===== src/pkg/sink_drv_regs.svh =====
`ifndef SINK_DRV_REGS_SVH
`define SINK_DRV_REGS_SVH

// Number of shift stages, latches and sink lines.
`define SINK_STAGES 8
// Reset value of shift register and latches.
`define SINK_RST_VAL 8'h00
// Shift clock limit in kHz and the clock rate in kHz.
`define SINK_SCLK_MAX_KHZ 10000
`define SINK_CLK_KHZ 125000
// Half period of the generated shift clock, in clock cycles (round up).
`define SINK_HALF_CYC ((`SINK_CLK_KHZ + 2 * `SINK_SCLK_MAX_KHZ - 1) / (2 * `SINK_SCLK_MAX_KHZ))

`endif


===== src/pkg/sink_drv_pkg.sv =====
package sink_drv_pkg;
  // States of the host load sequence.
  typedef enum logic [2:0] {
    HS_IDLE,
    HS_LOW,
    HS_HIGH,
    HS_STROBE,
    HS_DONE
  } host_state_t;

  // One frame of parallel sink data.
  typedef logic [7:0] frame_t;
endpackage


===== src/pkg/sink_link_if.sv =====
`timescale 1ns/1ps
`default_nettype none

// Pins between the host and the sink driver.
interface sink_link_if;
  logic sclk;               // Shift clock, rising edge shifts.
  logic sdata;              // Serial data into the driver.
  logic sdata_out;          // Serial data out of the driver, for cascading.
  logic latch_strobe_ctrl;  // Latch strobe, high makes latches transparent.
  logic oe_n;               // Output enable, active low.

  modport host (output sclk, output sdata, output latch_strobe_ctrl, output oe_n,
                input sdata_out);
  modport dev  (input sclk, input sdata, input latch_strobe_ctrl, input oe_n,
                output sdata_out);
endinterface

`default_nettype wire


===== src/sink_drv_host.sv =====
`timescale 1ns/1ps
`default_nettype none
`include "sink_drv_regs.svh"

module sink_drv_host #(
  parameter int HALF_CYC = `SINK_HALF_CYC,
  parameter int WIDTH    = `SINK_STAGES
) (
  input  wire logic             clock_i,   // System clock.
  input  wire logic             nrst_i,    // Asynchronous reset, active low.
  input  wire logic             valid_i,   // Frame offered.
  input  wire logic [WIDTH-1:0] data_i,    // Frame, bit WIDTH-1 shifted first.
  output logic                  ready_o,   // Buffer can take a frame.
  input  wire logic             oe_n_i,    // Requested output enable, active low.
  output logic                  done_o,    // Pulse when a frame is strobed.
  sink_link_if.host             link       // Pins to the driver.
);

  // ==========================================================================
  // Parameter check
  initial
  begin
    if (HALF_CYC < 1 || HALF_CYC > 65536 || WIDTH < 2 || WIDTH > 255)
      $error("Bad host parameters.");
  end

  // ==========================================================================
  // Two-entry buffer
  logic [WIDTH-1:0] buf_r [2];
  logic             wp_r;
  logic             rp_r;
  logic [1:0]       cnt_r;
  logic             take;
  logic             push;

  assign push = valid_i & ready_o;

  // Frames wait here until the shifter takes them; ready drops when full.
  always_ff @(posedge clock_i or negedge nrst_i)
  begin
    if (!nrst_i)
    begin
      wp_r    <= 1'h0;
      rp_r    <= 1'h0;
      cnt_r   <= 2'h0;
      ready_o <= 1'h1;
      buf_r[0] <= '0;
      buf_r[1] <= '0;
    end
    else
    begin
      if (push)
      begin
        buf_r[wp_r] <= data_i;
        wp_r        <= ~wp_r;
      end
      if (take)
        rp_r <= ~rp_r;
      cnt_r   <= 2'(cnt_r + {1'h0, push} - {1'h0, take});
      ready_o <= (2'(cnt_r + {1'h0, push} - {1'h0, take})) != 2'h2;
    end
  end

  // ==========================================================================
  // Shift sequencer
  sink_drv_pkg::host_state_t st_r;
  logic [WIDTH-1:0]          sh_r;
  logic [7:0]                bits_r;
  logic [15:0]               tick_r;
  logic                      tick_end;

  assign tick_end = (tick_r == 16'(HALF_CYC - 1));
  assign take     = (st_r == sink_drv_pkg::HS_IDLE) && (cnt_r != 2'h0);

  // Each clock phase lasts HALF_CYC cycles, keeping the clock at 10 MHz or less.
  always_ff @(posedge clock_i or negedge nrst_i)
  begin
    if (!nrst_i)
    begin
      st_r                   <= sink_drv_pkg::HS_IDLE;
      sh_r                   <= '0;
      bits_r                 <= 8'h00;
      tick_r                 <= 16'h0000;
      done_o                 <= 1'h0;
      link.sclk              <= 1'h0;
      link.sdata             <= 1'h0;
      link.latch_strobe_ctrl <= 1'h0;
      link.oe_n              <= 1'h1;
    end
    else
    begin
      done_o    <= 1'h0;
      link.oe_n <= oe_n_i;
      tick_r    <= (st_r == sink_drv_pkg::HS_IDLE || tick_end) ? 16'h0000 : tick_r + 16'h0001;
      case (st_r)
        sink_drv_pkg::HS_IDLE:
        begin
          if (take)
          begin
            sh_r       <= buf_r[rp_r];
            link.sdata <= buf_r[rp_r][WIDTH-1];
            bits_r     <= 8'(WIDTH);
            st_r       <= sink_drv_pkg::HS_LOW;
          end
        end
        sink_drv_pkg::HS_LOW:
          if (tick_end)
          begin
            link.sclk <= 1'h1;
            st_r      <= sink_drv_pkg::HS_HIGH;
          end
        sink_drv_pkg::HS_HIGH:
          if (tick_end)
          begin
            link.sclk <= 1'h0;
            sh_r      <= sh_r << 1;
            link.sdata <= sh_r[WIDTH-2];
            bits_r    <= bits_r - 8'h01;
            st_r      <= (bits_r == 8'h01) ? sink_drv_pkg::HS_STROBE : sink_drv_pkg::HS_LOW;
          end
        sink_drv_pkg::HS_STROBE:
        begin
          link.latch_strobe_ctrl <= 1'h1;
          if (tick_end)
            st_r <= sink_drv_pkg::HS_DONE;
        end
        sink_drv_pkg::HS_DONE:
          if (tick_end)
          begin
            link.latch_strobe_ctrl <= 1'h0;
            done_o                 <= 1'h1;
            st_r                   <= sink_drv_pkg::HS_IDLE;
          end
        default:
          st_r <= sink_drv_pkg::HS_IDLE;
      endcase
    end
  end

endmodule

`default_nettype wire

===== src/flat_wrapper.sv =====
// flat-port wrapper written by rule: the top's interface ports become plain ports
module sink_drv_host_flat 
#(
  parameter int HALF_CYC = `SINK_HALF_CYC,
  parameter int WIDTH    = `SINK_STAGES
)
  (clock_i, nrst_i, valid_i, data_i, ready_o, oe_n_i, done_o, link_sclk, link_sdata, link_latch_strobe_ctrl, link_oe_n, link_sdata_out);
  sink_link_if link_i ();
  input  wire logic clock_i;
  input  wire logic nrst_i;
  input  wire logic valid_i;
  input  wire logic [WIDTH-1:0] data_i;
  output logic ready_o;
  input  wire logic oe_n_i;
  output logic done_o;
  output wire logic [$bits(link_i.sclk)-1:0] link_sclk;
  output wire logic [$bits(link_i.sdata)-1:0] link_sdata;
  output wire logic [$bits(link_i.latch_strobe_ctrl)-1:0] link_latch_strobe_ctrl;
  output wire logic [$bits(link_i.oe_n)-1:0] link_oe_n;
  input wire logic [$bits(link_i.sdata_out)-1:0] link_sdata_out;
  assign link_sclk = link_i.sclk;
  assign link_sdata = link_i.sdata;
  assign link_latch_strobe_ctrl = link_i.latch_strobe_ctrl;
  assign link_oe_n = link_i.oe_n;
  assign link_i.sdata_out = link_sdata_out;
  sink_drv_host #(.HALF_CYC(HALF_CYC), .WIDTH(WIDTH)) u_core (.clock_i(clock_i), .nrst_i(nrst_i), .valid_i(valid_i), .data_i(data_i), .ready_o(ready_o), .oe_n_i(oe_n_i), .done_o(done_o), .link(link_i));
endmodule

===== config.mk =====
export PLATFORM = sky130hd
export DESIGN_NAME = sink_drv_host_flat
export DESIGN_NICKNAME = d
export VERILOG_FILES = /design/src/pkg/sink_drv_pkg.sv /design/src/pkg/sink_link_if.sv /design/src/sink_drv_host.sv /design/src/flat_wrapper.sv
export VERILOG_INCLUDE_DIRS = /design/src /design/src/pkg
export SDC_FILE = /design/constraint.sdc
export NUM_CORES = 1
export LEC_CHECK = 0
export BUFFER_PORTS_ARGS = -buffer_cell sky130_fd_sc_hd__buf_2
export CAP_MARGIN = 0
export CORE_ASPECT_RATIO = 1.25
export CORE_MARGIN = 2
export CORE_UTILIZATION = 45
export DETAILED_ROUTE_END_ITERATION = 8
export RECOVER_POWER = 25
export SYNTH_ARGS = -nofsm -noshare
export SYNTH_HDL_FRONTEND = slang
export SYNTH_SLANG_ARGS = --single-unit

===== constraint.sdc =====
create_clock -name clock_i -period 2.59 [get_ports clock_i]
set_clock_uncertainty 0.1 [all_clocks]
set_input_delay 0.3885 -clock clock_i [delete_from_list [all_inputs] [get_ports clock_i]]
set_output_delay 0.3885 -clock clock_i [all_outputs]
set_load 0.005 [all_outputs]

==> reports/qor.txt <==
STA
----------------------------------------------------------------------------------
Upper clock frequency limit                                                466 MHz
Sum of negative setup slack                                                   0 ps
Final period util                                                            82.9%
Max-slew headroom                                                           0.910%
Final-report hold violation count                                                0
Number of pins exceeding their max-slew limit in the final report                0
Final setup violation count                                                      0
Setup repair after global routing missed its margin                             no
Final critical delay including setup and external delays                   2150 ps
Worst hold slack across all endpoints                                      44.1 ps
Measured slew at the worst slew-check pin                                  1490 ps

PWR
----------------------------------------------------------------------------------
Pwr Density                                                            1040 mW/mm²
Leak Pwr                                                                   1.34 nW
Worst supply voltage drop on vdd                                            432 µV

PLACED DESIGN
----------------------------------------------------------------------------------
Final HPWL DP                                                              3.43 mm
Final weighted congestion in routability-driven placement                    0.768
IO Port Bufs                                                                    17

CTS
----------------------------------------------------------------------------------
Clock buffers created by TritonCTS                                               9
Number of clock sinks                                                           60
Root Buffer Master                                                    sky130_fd_sc_hd__clkbuf_8
Clock network latency to the later pin of the worst-skew pair               330 ps
Cts-stage hold buffer count                                                      1
Clock tree from TritonCTS                                                      yes
H-tree depth                                                                     3
Post-CTS setup buffers                                                           0
Clock slew at reported path FFs                                              70 ps
Post-cts sizing count                                                            0
Maximum count of clock buffers along a single path                               2

JOB
----------------------------------------------------------------------------------
Reported max-cap violation count                                                 0

WORST SETUP PATH
----------------------------------------------------------------------------------
WP data required                                                           2750 ps
Path type of the worst setup path                                     register to register
CP max-delay cell                                                     sky130_fd_sc_hd__or4_4
Cell-by-cell trace of the critical path                               or4_4 > or4_1 > or4_1 > a21oi_1
Crit path launch type                                                     register
Stage delay of the slowest cell on the critical path                        560 ps
Arrival time reported for the critical path endpoint                       2310 ps
Most common cell on crit path                                         sky130_fd_sc_hd__or4_1
Largest fanout of any net on the critical path                                   5
Sort of element at the end of the critical path                           register

SYNTH
----------------------------------------------------------------------------------
Synthesis Warnings                                                               0
Synth Cell Area                                                        0.00275 mm²
Commonest cells in the netlist                                        sky130_fd_sc_hd__dfrtp_1 (58), sky130_fd_sc_hd__nor2_1 (23), sky130_fd_sc_hd__nand2_1 (18)
Yosys cell types                                                                39
Library cell with the highest instance count after synthesis          sky130_fd_sc_hd__dfrtp_1
Sequential fraction of the synthesis area                                    54.6%
Yosys top cell area share                                                    52.7%
Number of enable-type register cells in the synthesized netlist                  0
Asr flop ratio synth                                                          100%
Average cell area after synthesis                                         11.2 µm²
Number of nets produced by synthesis                                           265
Register bit total from synthesis                                               60
Library cell occupying the most area in the post-synthesis netlist    sky130_fd_sc_hd__dfrtp_1
Cell types occupying the most area after synthesis                    sky130_fd_sc_hd__dfrtp_1 (53%), sky130_fd_sc_hd__mux2_2 (6.5%), sky130_fd_sc_hd__xnor2_1 (4.5%)
Flip-flop cell with the highest count after synthesis                 sky130_fd_sc_hd__dfrtp_1
Cells after synthesis                                                          246

DETAILED ROUTING
----------------------------------------------------------------------------------
Total via count in the routed design                                          1909
Number of DRC markers after the initial detailed-route iteration               179
Post-detailed-route count of antenna-violating nets                              0
Wire length per cell                                                       13.8 µm
Number of remaining DRC errors                                                   0
Vias per cell                                                                 5.33
Wire length reported by the detailed router                                4.93 mm
Number of detailed-route iterations in the first pass                            4

CELLS AND AREA
----------------------------------------------------------------------------------
Share of final-layout standard cells stronger than drive strength 1          25.0%
Total number of nets in the final design                                       290
Synth-to-layout area growth                                                  14.8%
Count of fill cells added during filler insertion                              527
Antenna diode count                                                              0

WORST HOLD PATH
----------------------------------------------------------------------------------
Hold Crit Class                                                       primary input to register

DIE
----------------------------------------------------------------------------------
Die boundary height                                                        91.5 µm
Placement row count                                                             31
Horizontal extent of the die                                               74.0 µm
Initial Util                                                                 47.0%
Die area                                                               0.00677 mm²
Ports placed on the boundary                                                    19
Core outline area                                                      0.00586 mm²

GLOBAL ROUTE
----------------------------------------------------------------------------------
Largest net degree at the start of global routing                               35
Initial antenna violation count                                                  0
Number of global-route vias before repair                                     1842
Wire length of the first global-routing pass                               8.80 mm
Total grt overflow                                                               0
Gr usage total                                                               17.1%

RUN STATUS
----------------------------------------------------------------------------------
Run status                                                            finished, final reports clean

where the power goes:
| group | switching (mW) | internal [mW] | total, mW |
|---|---|---|---|
| logic | 0.466 | 0.510 | 0.976 |
| clock network | 0.372 | 0.438 | 0.810 |
| registers | 0.242 | 1.25 | 1.49 |
final timing paths:
path,to,start,cells after the start,slack (ps)
setup / recovery,u_core.bits_r[7],u_core.bits_r[2],4,440
hold / removal,u_core.link.oe_n,oe_n_i,1,40
setup reg to reg,u_core.bits_r[7],u_core.bits_r[2],4,440
hold reg to reg,u_core.wp_r,u_core.wp_r,1,390
max in group asynchronous,u_core.link.oe_n,nrst_i,3,630
min in group asynchronous,u_core.link.latch_strobe_ctrl,nrst_i,2,850
state kept, by name (all words and copies together), names as in the netlist:
name / flops
u_core.bits_r: 8
u_core.buf_r: 16
u_core.cnt_r: 2
u_core.done_o: 1
u_core.link.latch_strobe_ctrl: 1
u_core.link.oe_n: 1
u_core.link.sclk: 1
u_core.link.sdata: 1
u_core.ready_o: 1
u_core.rp_r: 1
u_core.sh_r: 7
u_core.st_r: 3
u_core.tick_r: 16
u_core.wp_r: 1
worst max-delay path: cells and delay by family (launching register included):
family	cells	cell delay, ps
AO/OA/AOI/OAI	1	150
AND/OR/NAND/NOR	3	1420
flip-flops	1	420
routing by layer:
layer | routed length, µm | up-vias | GRT usage [%] | part of all wire, %
li1 | - | 941 | - | -
met4 | 97 | 0 | 6.82 | 2.0
met3 | 191 | 11 | 5.33 | 3.9
met2 | 2310 | 36 | 24.9 | 47
met1 | 2330 | 921 | 23.4 | 47
met5 | 0 | - | 0 | 0
cell type report:
class                   instances  area [µm²]  area share [%]
clock buffers                   9         124            3.92
clock inverters                 7        67.6            2.14
inverters                      10        37.5            1.19
multi-input cells             166        1170            37.2
flip-flops and latches         60        1500            47.6
well taps                      82         103            3.24
repair buffers                 24         151            4.79
metrics by stage:
stage / worst slack, ps / area, µm² / total power [mW] / utilization (%) / instances
floorplan: 285 / 2750 / 2.22 / - / 246
global placement: 501 / 2960 / 2.47 / 50.6 / 341
detailed placement: 473 / 2960 / 2.50 / 50.6 / 341
CTS: 456 / 3160 / 3.32 / 54.0 / 358
global route: 231 / 3160 / 3.54 / 54.0 / 358
finish: 443 / 3160 / 3.28 / 54.0 / 358
logic make-up (layout without fill, tap and decap cells):
kind of cell	after synthesis	in the layout	share of synthesized area, %
adder cells (fa/ha/maj)	6	6	2.73
multiplexers	24	24	9.45
XOR/XNOR	17	17	5.41
AO/OA/AOI/OAI	34	34	9.22
flip-flops	60	60	54.6
buffers and inverters	20	50	2.73
AND/OR/NAND/NOR	85	85	15.9
cells in the final DEF (no fill, tap or decap), types with 4 or more instances in the layout:
cell / synthesis / routed
sky130_fd_sc_hd__or4_1: 6 / 6
sky130_fd_sc_hd__nand2_1: 18 / 18
sky130_fd_sc_hd__buf_4: 0 / 5
sky130_fd_sc_hd__nor4_1: 8 / 8
sky130_fd_sc_hd__o221a_2: 7 / 7
sky130_fd_sc_hd__mux2i_1: 8 / 8
sky130_fd_sc_hd__inv_1: 9 / 9
sky130_fd_sc_hd__dfrtp_1: 58 / 58
sky130_fd_sc_hd__o31ai_1: 5 / 5
sky130_fd_sc_hd__nor3_1: 6 / 6
sky130_fd_sc_hd__buf_2: 0 / 16
sky130_fd_sc_hd__a21oi_1: 5 / 5
sky130_fd_sc_hd__nor2_1: 23 / 23
sky130_fd_sc_hd__ha_1: 6 / 6
sky130_fd_sc_hd__nand4_1: 4 / 4
sky130_fd_sc_hd__clkbuf_8: 0 / 9
sky130_fd_sc_hd__xnor2_1: 14 / 14
sky130_fd_sc_hd__mux2_2: 16 / 16
sky130_fd_sc_hd__o21ai_0: 4 / 4
sky130_fd_sc_hd__nand3_1: 7 / 7
No activity file was read; power rests on OpenSTA's default activity.
